--- config.mk ---
export PLATFORM = sky130hd
export DESIGN_NAME = uart_frame
export DESIGN_NICKNAME = d
export VERILOG_FILES = /design/src/rtl/uart_pkg.sv /design/src/rtl/char_stream_if.sv /design/src/rtl/char_buffer.sv /design/src/rtl/uart_frame.sv
export SDC_FILE = /design/constraint.sdc
export NUM_CORES = 1
export LEC_CHECK = 0
export BUFFER_PORTS_ARGS = -buffer_cell sky130_fd_sc_hd__buf_2
export CAP_MARGIN = 15
export CORE_ASPECT_RATIO = 1.1
export CORE_MARGIN = 2
export CORE_UTILIZATION = 45
export CTS_CLUSTER_SIZE = 28
export DETAILED_ROUTE_END_ITERATION = 12
export MAX_ROUTING_LAYER = met4
export PLACE_DENSITY_LB_ADDON = 0.08
export REMOVE_ABC_BUFFERS = 1
export SLEW_MARGIN = 25
export SYNTH_ARGS = -nofsm -noshare
export SYNTH_HDL_FRONTEND = slang
export SYNTH_HIERARCHICAL = 1
export SYNTH_SLANG_ARGS = --single-unit
--- constraint.sdc ---
create_clock -name ref_clk_i -period 13.1 [get_ports ref_clk_i]
set_input_delay 0 -clock ref_clk_i [delete_from_list [all_inputs] [get_ports ref_clk_i]]
set_output_delay 0 -clock ref_clk_i [all_outputs]
set_load 0.02 [all_outputs]
--- src/rtl/uart_pkg.sv ---
// Function
// - Receive polarity bit set makes logic 0 the idle receive level, else 1.
// - High-speed baud bit gives 4 ticks per bit, otherwise 16 ticks.
// - Format field: 11 9N, 10 8 odd, 01 8 even, 00 8N.
// - Stop bit select gives two stop bits when 1, one when 0.
package uart_pkg;

	// ----------------------------------------------------------------
	// Widths
	// ----------------------------------------------------------------
	localparam int ADDR_W = 3;
	localparam int DATA_W = 16;
	localparam int CHAR_W = 9;
	localparam int MODE_W = 5;

	// ----------------------------------------------------------------
	// Register offsets
	// ----------------------------------------------------------------
	localparam logic [ADDR_W-1:0] MODE_OFS = 3'h0;
	localparam logic [ADDR_W-1:0] DIV_OFS = 3'h1;
	localparam logic [ADDR_W-1:0] TXD_OFS = 3'h2;
	localparam logic [ADDR_W-1:0] RXD_OFS = 3'h3;
	localparam logic [ADDR_W-1:0] STAT_OFS = 3'h4;

	// ----------------------------------------------------------------
	// Mode register fields
	// ----------------------------------------------------------------
	localparam int RXINV_BIT = 4;
	localparam int HSPD_BIT = 3;
	localparam int FMT_LSB = 1;
	localparam int STOP2_BIT = 0;

	// ----------------------------------------------------------------
	// Status register fields
	// ----------------------------------------------------------------
	localparam int STAT_TX_READY = 0;
	localparam int STAT_TX_BUSY = 1;
	localparam int STAT_RX_VALID = 2;
	localparam int STAT_PAR_ERR = 3;
	localparam int STAT_FRM_ERR = 4;
	localparam int STAT_OVR = 5;

	// ----------------------------------------------------------------
	// Reset values and tick counts
	// ----------------------------------------------------------------
	localparam logic [MODE_W-1:0] MODE_RST = 5'h00;
	localparam logic [DATA_W-1:0] DIV_RST = 16'h0000;
	localparam logic [4:0] TICKS_STD = 5'h10;
	localparam logic [4:0] TICKS_HS = 5'h04;

	// ----------------------------------------------------------------
	// Encodings
	// ----------------------------------------------------------------
	typedef enum logic [1:0] {
		FMT_8N = 2'b00,
		FMT_8E = 2'b01,
		FMT_8O = 2'b10,
		FMT_9N = 2'b11
	} fmt_t;

	typedef enum logic [2:0] {
		PH_IDLE = 3'b000,
		PH_START = 3'b001,
		PH_DATA = 3'b010,
		PH_PAR = 3'b011,
		PH_STOP = 3'b100
	} phase_t;

	// ----------------------------------------------------------------
	// Format decoding shared by both directions
	// ----------------------------------------------------------------
	function automatic logic [3:0] last_bit_idx(input fmt_t fmt);
		last_bit_idx = (fmt == FMT_9N) ? 4'h8 : 4'h7;
	endfunction

	function automatic logic has_parity(input fmt_t fmt);
		has_parity = (fmt == FMT_8E) || (fmt == FMT_8O);
	endfunction

	function automatic logic parity_bit(input fmt_t fmt, input logic [CHAR_W-1:0] data);
		parity_bit = (^data[7:0]) ^ (fmt == FMT_8O);
	endfunction

endpackage

--- src/rtl/char_stream_if.sv ---
`timescale 1ns/1ns
// Character stream with valid/ready handshake
interface char_stream_if;
	import uart_pkg::*;
	logic valid;
	logic ready;
	logic [CHAR_W-1:0] data;
	modport src (output valid, output data, input ready);
	modport snk (input valid, input data, output ready);
endinterface

--- src/rtl/char_buffer.sv ---
`timescale 1ns/1ns
// Two-entry buffer; refuses input when both entries hold data
module char_buffer (
	input wire logic clk_i,
	input wire logic rst_n_i,
	char_stream_if.snk fill,
	char_stream_if.src drain
);
	import uart_pkg::*;

	typedef struct packed {
		logic [1:0][CHAR_W-1:0] mem;
		logic [1:0] cnt;
		logic wr_ptr;
		logic rd_ptr;
	} buf_t;

	buf_t b_reg;
	buf_t b_next;
	logic push;
	logic pop;

	// Handshake terms
	assign fill.ready = (b_reg.cnt != 2'h2);
	assign drain.valid = (b_reg.cnt != 2'h0);
	assign drain.data = b_reg.mem[b_reg.rd_ptr];
	assign push = fill.valid && fill.ready;
	assign pop = drain.valid && drain.ready;

	// Next state of the buffer
	always_comb begin
		b_next = b_reg;
		if (push) begin
			b_next.mem[b_reg.wr_ptr] = fill.data;
			b_next.wr_ptr = ~b_reg.wr_ptr;
		end
		if (pop) begin
			b_next.rd_ptr = ~b_reg.rd_ptr;
		end
		if (push && !pop) begin
			b_next.cnt = b_reg.cnt + 2'h1;
		end else if (pop && !push) begin
			b_next.cnt = b_reg.cnt - 2'h1;
		end
	end

	// State register
	always_ff @(posedge clk_i or negedge rst_n_i) begin
		if (!rst_n_i) begin
			b_reg <= '0;
		end else begin
			b_reg <= b_next;
		end
	end

endmodule

--- src/rtl/uart_frame.sv ---
`timescale 1ns/1ns
// Asynchronous serial port with programmable frame format
module uart_frame (
	input wire logic ref_clk_i,
	input wire logic rst_n_i,
	input wire logic [uart_pkg::ADDR_W-1:0] reg_addr_i,
	input wire logic [uart_pkg::DATA_W-1:0] reg_wdata_i,
	input wire logic reg_wr_i,
	input wire logic reg_rd_i,
	output logic [uart_pkg::DATA_W-1:0] reg_rdata_o,
	input wire logic serial_receive_input_i,
	output logic serial_transmit_o
);
	import uart_pkg::*;

	// ----------------------------------------------------------------
	// State
	// ----------------------------------------------------------------
	typedef struct packed {
		logic [MODE_W-1:0] mode;
		logic [DATA_W-1:0] div;
		logic [DATA_W-1:0] rdata;
		logic [DATA_W-1:0] baud_cnt;
		logic tick;
		logic rx_s1;
		logic rx_s2;
		phase_t rx_st;
		logic [4:0] rx_tick;
		logic [3:0] rx_bit;
		logic [CHAR_W-1:0] rx_sh;
		logic rx_par;
		logic [CHAR_W-1:0] rx_data;
		logic rx_valid;
		logic par_err;
		logic frm_err;
		logic ovr;
		phase_t tx_st;
		logic [4:0] tx_tick;
		logic [3:0] tx_bit;
		logic [CHAR_W-1:0] tx_sh;
		logic tx_out;
	} state_t;

	state_t st_reg;
	state_t st_next;
	logic [1:0] rst_sync_reg;
	logic rst_n;
	logic [4:0] bit_ticks;
	logic [4:0] half_ticks;
	fmt_t fmt;
	logic [3:0] last_idx;
	logic par_on;
	logic [3:0] last_stop;
	logic rx_lvl;
	logic rx_sample;
	logic tx_edge;
	logic tx_busy;

	char_stream_if tx_fill ();
	char_stream_if tx_drain ();

	// ----------------------------------------------------------------
	// Reset release
	// ----------------------------------------------------------------
	// Two-stage release of the asynchronous reset
	always_ff @(posedge ref_clk_i or negedge rst_n_i) begin
		if (!rst_n_i) begin
			rst_sync_reg <= 2'h0;
		end else begin
			rst_sync_reg <= {rst_sync_reg[0], 1'b1};
		end
	end
	assign rst_n = rst_sync_reg[1];

	// ----------------------------------------------------------------
	// Frame format decode
	// ----------------------------------------------------------------
	// Shared by receiver and transmitter
	assign bit_ticks = st_reg.mode[HSPD_BIT] ? TICKS_HS : TICKS_STD;
	assign half_ticks = bit_ticks >> 1;
	assign fmt = fmt_t'(st_reg.mode[FMT_LSB +: 2]);
	assign last_idx = last_bit_idx(fmt);
	assign par_on = has_parity(fmt);
	assign last_stop = {3'h0, st_reg.mode[STOP2_BIT]};
	// Receive level normalised so that idle reads as 1
	assign rx_lvl = st_reg.rx_s2 ^ st_reg.mode[RXINV_BIT];
	assign rx_sample = st_reg.tick && (st_reg.rx_tick == bit_ticks - 5'h01);
	assign tx_edge = st_reg.tick && (st_reg.tx_tick == bit_ticks - 5'h01);

	// ----------------------------------------------------------------
	// Transmit buffer
	// ----------------------------------------------------------------
	// Writes to the transmit register fill the buffer; the line drains it
	assign tx_fill.valid = reg_wr_i && (reg_addr_i == TXD_OFS);
	assign tx_fill.data = reg_wdata_i[CHAR_W-1:0];
	assign tx_drain.ready = (st_reg.tx_st == PH_IDLE);
	assign tx_busy = (st_reg.tx_st != PH_IDLE) || tx_drain.valid;

	char_buffer u_tx_buf (
		.clk_i(ref_clk_i),
		.rst_n_i(rst_n),
		.fill(tx_fill),
		.drain(tx_drain)
	);

	// ----------------------------------------------------------------
	// Next state
	// ----------------------------------------------------------------
	always_comb begin
		st_next = st_reg;
		st_next.tick = 1'b0;
		st_next.rdata = 16'h0000;
		// Receive pin synchroniser
		st_next.rx_s1 = serial_receive_input_i;
		st_next.rx_s2 = st_reg.rx_s1;

		// Register writes
		if (reg_wr_i) begin
			case (reg_addr_i)
				MODE_OFS: st_next.mode = reg_wdata_i[MODE_W-1:0];
				DIV_OFS: st_next.div = reg_wdata_i;
				STAT_OFS: begin
					if (reg_wdata_i[STAT_OVR]) begin
						st_next.ovr = 1'b0;
					end
				end
				default: ;
			endcase
		end

		// Register reads; rx data read frees the holding register
		if (reg_rd_i) begin
			case (reg_addr_i)
				MODE_OFS: st_next.rdata = {11'h000, st_reg.mode};
				DIV_OFS: st_next.rdata = st_reg.div;
				RXD_OFS: begin
					st_next.rdata = {7'h00, st_reg.rx_data};
					st_next.rx_valid = 1'b0;
					st_next.par_err = 1'b0;
					st_next.frm_err = 1'b0;
				end
				STAT_OFS: begin
					st_next.rdata[STAT_TX_READY] = tx_fill.ready;
					st_next.rdata[STAT_TX_BUSY] = tx_busy;
					st_next.rdata[STAT_RX_VALID] = st_reg.rx_valid;
					st_next.rdata[STAT_PAR_ERR] = st_reg.par_err;
					st_next.rdata[STAT_FRM_ERR] = st_reg.frm_err;
					st_next.rdata[STAT_OVR] = st_reg.ovr;
				end
				default: ;
			endcase
		end

		// Oversampling tick divider
		if (st_reg.baud_cnt >= st_reg.div) begin // Lowered divisor restarts at once
			st_next.baud_cnt = 16'h0000;
			st_next.tick = 1'b1;
		end else begin
			st_next.baud_cnt = st_reg.baud_cnt + 16'h0001;
		end

		// Receiver
		if (st_reg.tick && st_reg.rx_st != PH_IDLE) begin
			st_next.rx_tick = st_reg.rx_tick + 5'h01;
		end
		case (st_reg.rx_st)
			PH_IDLE: begin
				if (st_reg.tick && !rx_lvl) begin
					st_next.rx_st = PH_START;
					st_next.rx_tick = 5'h00;
				end
			end
			PH_START: begin
				if (st_reg.tick && st_reg.rx_tick == half_ticks - 5'h01) begin
					st_next.rx_tick = 5'h00;
					st_next.rx_bit = 4'h0;
					st_next.rx_sh = '0;
					st_next.rx_st = rx_lvl ? PH_IDLE : PH_DATA;
				end
			end
			PH_DATA: begin
				if (rx_sample) begin
					st_next.rx_tick = 5'h00;
					st_next.rx_sh[st_reg.rx_bit] = rx_lvl;
					st_next.rx_bit = st_reg.rx_bit + 4'h1;
					if (st_reg.rx_bit == last_idx) begin
						st_next.rx_bit = 4'h0;
						st_next.rx_st = par_on ? PH_PAR : PH_STOP;
					end
				end
			end
			PH_PAR: begin
				if (rx_sample) begin
					st_next.rx_tick = 5'h00;
					st_next.rx_par = rx_lvl;
					st_next.rx_st = PH_STOP;
				end
			end
			PH_STOP: begin
				if (rx_sample) begin
					st_next.rx_tick = 5'h00;
					st_next.rx_bit = st_reg.rx_bit + 4'h1;
					if (!rx_lvl || st_reg.rx_bit == last_stop) begin
						st_next.rx_st = PH_IDLE;
						// A new character beats a clear in the same cycle
						if (st_next.rx_valid) begin
							st_next.ovr = 1'b1;
						end else begin
							st_next.rx_data = st_reg.rx_sh;
							st_next.rx_valid = 1'b1;
							st_next.frm_err = !rx_lvl;
							st_next.par_err = par_on && (st_reg.rx_par != parity_bit(fmt, st_reg.rx_sh));
						end
					end
				end
			end
			default: st_next.rx_st = PH_IDLE;
		endcase

		// Transmitter
		if (st_reg.tick && st_reg.tx_st != PH_IDLE) begin
			st_next.tx_tick = st_reg.tx_tick + 5'h01;
		end
		case (st_reg.tx_st)
			PH_IDLE: begin
				st_next.tx_out = 1'b1;
				if (tx_drain.valid) begin
					st_next.tx_sh = tx_drain.data;
					st_next.tx_tick = 5'h00;
					st_next.tx_out = 1'b0;
					st_next.tx_st = PH_START;
				end
			end
			PH_START: begin
				if (tx_edge) begin
					st_next.tx_tick = 5'h00;
					st_next.tx_bit = 4'h0;
					st_next.tx_out = st_reg.tx_sh[0];
					st_next.tx_st = PH_DATA;
				end
			end
			PH_DATA: begin
				if (tx_edge) begin
					st_next.tx_tick = 5'h00;
					if (st_reg.tx_bit == last_idx) begin
						st_next.tx_bit = 4'h0;
						st_next.tx_out = par_on ? parity_bit(fmt, st_reg.tx_sh) : 1'b1;
						st_next.tx_st = par_on ? PH_PAR : PH_STOP;
					end else begin
						st_next.tx_bit = st_reg.tx_bit + 4'h1;
						st_next.tx_out = st_reg.tx_sh[st_reg.tx_bit + 4'h1];
					end
				end
			end
			PH_PAR: begin
				if (tx_edge) begin
					st_next.tx_tick = 5'h00;
					st_next.tx_out = 1'b1;
					st_next.tx_st = PH_STOP;
				end
			end
			PH_STOP: begin
				if (tx_edge) begin
					st_next.tx_tick = 5'h00;
					st_next.tx_bit = st_reg.tx_bit + 4'h1;
					if (st_reg.tx_bit == last_stop) begin
						st_next.tx_st = PH_IDLE;
					end
				end
			end
			default: st_next.tx_st = PH_IDLE;
		endcase
	end

	// ----------------------------------------------------------------
	// State register and outputs
	// ----------------------------------------------------------------
	always_ff @(posedge ref_clk_i or negedge rst_n) begin
		if (!rst_n) begin
			st_reg <= '0;
			st_reg.mode <= MODE_RST;
			st_reg.div <= DIV_RST;
			st_reg.tx_out <= 1'b1;
			// Synchroniser starts at the idle level, so no false start follows reset
			st_reg.rx_s1 <= 1'b1;
			st_reg.rx_s2 <= 1'b1;
		end else begin
			st_reg <= st_next;
		end
	end

	assign reg_rdata_o = st_reg.rdata;
	assign serial_transmit_o = st_reg.tx_out;
endmodule

==> results.md, run 1 <==
- Worst-Skew Late Latency: 410 ps
- CP Launch Type: flop
- Remaining routing DRC violations: 0
- Crit end category: flop
- RSZ-0062 raised after global routing: false
- Core ar.: 15800 um2
- Antenna violations before repair: 0
- Fin crit period: 2460 ps
- Die W: 126 um
- Flop2flop setup slack: 10640 ps
- Fin Clk Skew: 8.03 ps
- Gr usage total: 0.199
- Vias in the first global route: 5130
- Commonest register cell after synthesis: dfrtp_1
- Worst Reg2Reg Path Length in Cells: 4
- Total wire length: 15.9 mm
- First-pass GRT wire length: 26.4 mm
- Crit path launch: st_reg[51]
- CTS buffer count: 17
- Area share of the largest cell type after synthesis: 0.459
- Synth Register Bits: 137
- Antenna Cells: 0
- Mapped Cells: 670
- Syn Area/Cell: 10.9 um2
- Full die area: 17300 um2
- GRT overflow: 0
- Worst Setup Path Type: reg -> reg
- Slew @ Worst Pin: 863 ps
- CTS tree: done
- Clk Tree Root Cell: clkbuf_16
- YS warnings: 6
- Post-route clock period utilization: 0.188
- Async S/R FF share, synth: 1.00
- Starting Density: 0.463
- Total Nets Final: 761
- Share of layout cells above drive strength 1: 0.205
- Slew Limit Fails: 0
- Cell area after placement: 7540 um2
- WL/cell: 17.2 um
- Largest net degree at the start of global routing: 79
- Placer Congestion: 0.847
- Slew Limit Headroom: 0.420
- Max IR drop VDD: 0.0874 mV
- Post-CTS setup buffer count: 0
- DR pass1 iterations: 4
- Critical path arrival: 2740 ps
- Die Y: 138 um
- Power density over the cells: 149 nW/um2
- Sequential share of the synthesized area: 0.470
- Iteration-0 DRC Markers: 309
- Number of flops mapped to enable cells by yosys: 0
- Final hold vios: 0
- Fmax achieved: 407 MHz
- Total number of vias: 5063
- Status: finished, final reports clean
- I/O Buffers: 40
- Hold Slack: 31.5 ps
- Area Growth Syn to Fin: 13.7%
- Maxcap violations: 0
- Clk buf depth: 2
- Setup TNS: 0 ps
- Static Leakage: 3.88 nW
- Site row count: 48
- Largest cells by area after synthesis: dfrtp_1, mux2_2, ha_1
- Final Cell Area: 8310 um2
- ANT nets after route: 0
- Crit Path Max Fanout: 11
- RR Startpoint: st_reg[51]
- Worst reg2reg endpoint: st_reg[34]
- Post-Syn Area: 7310 um2
- H-tree Lvls: 4
- Post-DR vias/cell: 5.49
- Post-detail-place hpwl: 11.4 mm
- Yosys top cell by area: dfrtp_1
- Count of final setup violators: 0
- Max reg flops: 92
- Worst Path Required: 13390 ps
- Worst Setup EP: st_reg[34]
- Tightest Hold Check Type: in -> reg
- # IOs: 41
- Worst-path clk slew: 60 ps
- Synth cell types: 72
- Sink Count: 137
- Post_cts resized: 0
==> power breakdown <==
part	switching, mW	internal [mW]	total, mW
Sequential	0.0564	0.484	0.541
Clock	0.179	0.270	0.450
Combinational	0.121	0.125	0.246
Total	0.357	0.880	1.24
==> critical path, cell delays in order, from the launching register on <==
cell     delay, ps
dfrtp_1        450
or3b_4         450
a21oi_1        410
nand4_1        560
mux2_2         460
==> synthesized netlist by cell type (3+ instances only) <==
cell,count
nand4b_1,3
nand2_1,37
nand3_1,24
buf_6,4
nand4_1,10
nand3b_1,4
mux2_4,20
xnor2_1,21
a211oi_1,19
or3_1,4
dfrtp_1,134
mux2i_1,15
and2_1,5
a31oi_1,7
nor2b_1,6
nor4_1,4
buf_4,17
ha_1,27
a22o_1,5
nand2b_1,7
clkbuf_1,18
inv_1,32
a311oi_1,4
nor3b_1,4
xor2_1,26
o21ai_0,38
and3_1,5
dfstp_2,3
mux2_2,32
a21o_1,9
a21oi_1,18
nor2_1,39
nor3_1,17
==> layout by cell type, fill, tap and decap left out, types with 6 or more instances in the layout <==
master	Yosys	layout
mux2_2	32	32
mux2i_1	15	15
nand4_1	10	10
dlygate4sd3_1	0	21
dfrtp_1	134	133
a31oi_1	7	7
mux2_4	20	20
nor3_1	17	17
xnor2_1	21	21
ha_1	27	27
nor2b_1	6	6
nand2b_1	7	7
a21o_1	9	9
o21ai_0	38	38
nand2_1	37	37
a21oi_1	18	18
buf_2	2	40
nor2_1	39	39
clkbuf_16	0	17
xor2_1	26	26
a211oi_1	19	19
inv_1	32	32
nand3_1	24	24
==> worst min-delay path by stage <==
stage | startpoint | end | slack (ps) | depth (start not counted)
2_1_floorplan | rst_n_i | rst_sync_reg[0] | -300 | 0
4_1_cts | reg_addr_i[2] | st_reg[22] | 20 | 4
5_1_grt | reg_addr_i[2] | st_reg[22] | 40 | 4
3_5_place_dp | rst_n_i | rst_sync_reg[0] | -210 | 1
6_report | reg_addr_i[2] | st_reg[22] | 30 | 4
3_3_place_gp | rst_n_i | rst_sync_reg[0] | -210 | 1
==> stage by stage <==
step	utilization	setup slack, ps	power [mW]	cells
after detailed placement	0.477	10680	0.789	870
after global placement	0.477	10750	0.778	870
after floorplan	-	9010	0.719	627
after CTS	0.526	10680	1.25	923
after global routing	0.526	10480	1.30	923
final	0.526	10640	1.24	923
==> cell type report <==
cell class              instances  area [um2]
clock buffers                  21         460
clock inverters                11        97.6
well taps                     200         250
inverters                      32         120
flip-flops and latches        137        3440
multi-input cells             458        3510
fillers                      1409        7490
repair buffers                 64         437
==> routing by layer <==
metal | global-route usage | vias up | wire length (um)
li1 | - | 2448 | -
met1 | 0.255 | 2525 | 7460
met2 | 0.331 | 80 | 7900
met3 | 0.0338 | 10 | 409
met4 | 0.0562 | 0 | 143
met5 | - | - | 0
==> logic make-up (layout without fill, tap and decap cells) <==
logic type / after synthesis / in the layout / share of synthesized area
buffers and inverters: 75 / 128 / 0.0517
AO/OA/AOI/OAI: 126 / 126 / 0.117
AND/OR/NAND/NOR: 186 / 186 / 0.135
XOR/XNOR: 49 / 49 / 0.0625
flip-flops: 137 / 137 / 0.470
other: 1 / 1 / 0.000513
multiplexers: 69 / 69 / 0.117
adder cells (fa/ha/maj): 27 / 27 / 0.0462
==> repair_timing <==
item / in CTS / in global routing
hold buffers: 21 / 0
endpoints found under the hold margin: 49 / 0
setup endpoints to repair: 0 / 0
Note: power is estimated with default switching activity, not from simulation.
==> run 2: changes to the inputs <==
clock period = 2 ns   (was 13.1 ns; I/O delays follow)
==> run 2 against run 1 <==
Net effect:
- first-iteration DRC count fell by 6.1%
- maximum frequency rose by 27%
- combinational power rose to 7.3 times the previous value
- global-route usage rose by 0.72 points
- routed wire length rose by 3.6%
- sequential share of layout area fell by 2.0 points
- worst setup slack got worse by 11000 ps
- count of clock-buffer cells in the layout fell by 3
- register-to-register slack got worse by 11000 ps
- clock skew rose by 0.67 ps
- clock power rose to 7.2 times the previous value
- highest routed layer unchanged
==> results.md, run 2 (synthesis gave the netlist of run 1 again) <==
- Site row count: 48
- Fillers: 1422
- CP bufs+invs: 0
- Max IR drop VDD: 0.662 mV
- Area of the multi-input gates: 3570 um2
- Most frequent cells in the layout: dfrtp_1, buf_4, buf_2, nor2_1
- Critical path arrival: 2230 ps
- Crit Path Max Fanout: 7
- Crit-path slowest cell: or3b_4
- Core ar.: 15800 um2
- Power density over the cells: 976 nW/um2
- PnR worst setup slack: 70.9 ps
- Crit end category: flop
- Area Growth Syn to Fin: 19.7%
- Cell area after placement: 7840 um2
- Fin Clk Skew: 8.71 ps
- Place WS: -14.6 ps
- Total power: 8.54 mW
- Clk buf depth: 2
- Worst Setup Path Type: reg -> reg
- Final hold vios: 0
- Worst-path clk slew: 60 ps
- Die W: 126 um
- Post-route clock period utilization: 0.965
- CTS tree: done
- First-pass GRT wire length: 27.1 mm
- Worst-Skew Late Latency: 420 ps
- Count of final setup violators: 0
- Sink Count: 137
- Full die area: 17300 um2
- I/O Buffers: 40
- CP Depth: 5
- Remaining routing DRC violations: 0
- RSZ-0062 raised after global routing: true
- Die Y: 138 um
- ANT nets after route: 0
- Cell Chain, Critical Path: or3b_4, a21o_1, a221o_1, o21bai_4, mux2_4
- Clk Tree Root Cell: clkbuf_16
- # IOs: 41
- Fmax achieved: 518 MHz
- Largest net degree at the start of global routing: 45
- Placer Congestion: 0.820
- Vias in the first global route: 5259
- GRT overflow: 0
- Total wire length: 16.5 mm
- H-tree Lvls: 4
- Max reg flops: 92
- DP Cell Count: 907
- Most common cell after layout, fill and taps aside: dfrtp_1
- CTS buffer count: 17
- Final design utilization: 0.554
- Tightest Hold Check Type: in -> reg
- Fin cells: 964
- Register Area: 3440 um2
- Total Nets Final: 801
- WL/cell: 17.1 um
- Status: finished, final reports clean
- Iteration-0 DRC Markers: 290
- Fin crit period: 1930 ps
- Post-DR vias/cell: 5.43
- Starting Density: 0.463
- Gr usage total: 0.207
- Static Leakage: 4.13 nW
- Setup TNS: 0 ps
- Share of layout cells above drive strength 1: 0.265
- Worst Reg2Reg Path Length in Cells: 5
- Hold Slack: 33.9 ps
- Worst Path Required: 2300 ps
- Antenna violations before repair: 1
- Hold Path Stages: 4
- Final Cell Area: 8750 um2
- Maxcap violations: 0
- DR pass1 iterations: 5
- Total number of vias: 5235
- Max stage delay on crit path: 420 ps
- Slew Limit Fails: 0
- CP Launch Type: flop
- Worst path top cell family by delay: compound AO/OA/AOI/OAI gates
- Post-detail-place hpwl: 11.8 mm
[run 2: final timing paths]
path                                            to  slack, ps             from
max in group asynchronous               st_reg[57]       1030  rst_sync_reg[1]
min in group asynchronous       u_tx_buf/b_reg[10]        300  rst_sync_reg[1]
worst max register to register          st_reg[55]         70      st_reg[111]
worst max-delay path                    st_reg[55]         70      st_reg[111]
worst min-delay path                    st_reg[22]         30    reg_addr_i[2]
worst min register to register  u_tx_buf/b_reg[10]        300  rst_sync_reg[1]
[run 2: repair_timing]
| item | in CTS | in global routing |
|---|---|---|
| endpoints found under the setup margin | 4 | 35 |
| hold buffers | 21 | 0 |
| resized for setup | 1 | 14 |
| setup buffers | 0 | 3 |
| pin swaps | 0 | 4 |
| endpoints found under the hold margin | 49 | 0 |
[run 2: where the power goes]
group	switching (mW)	leakage, nW	internal [mW]
Clock	1.23	0.293	2.00
Sequential	0.348	1.79	3.17
Combinational	0.861	2.05	0.925
Total	2.44	4.13	6.10
[run 2: worst register-to-register path: stages, from the launching register on]
cell and delay, ps:
dfrtp_2 400, or3b_4 420, a21o_1 180, a221o_1 310
o21bai_4 200, mux2_4 300
[run 2: area by class of cell]
cell class	instances	share of cell area
inverters	32	0.0137
clock buffers	18	0.0502
diodes	1	0.000286
multi-input cells	458	0.408
flip-flops and latches	137	0.393
clock inverters	14	0.0196
well taps	200	0.0286
repair buffers	104	0.0867
[run 2: per-layer routing]
metal,global-route usage,share of wire
met5,-,0
met4,0.0691,0.015
met3,0.0431,0.032
met2,0.326,0.48
met1,0.269,0.47
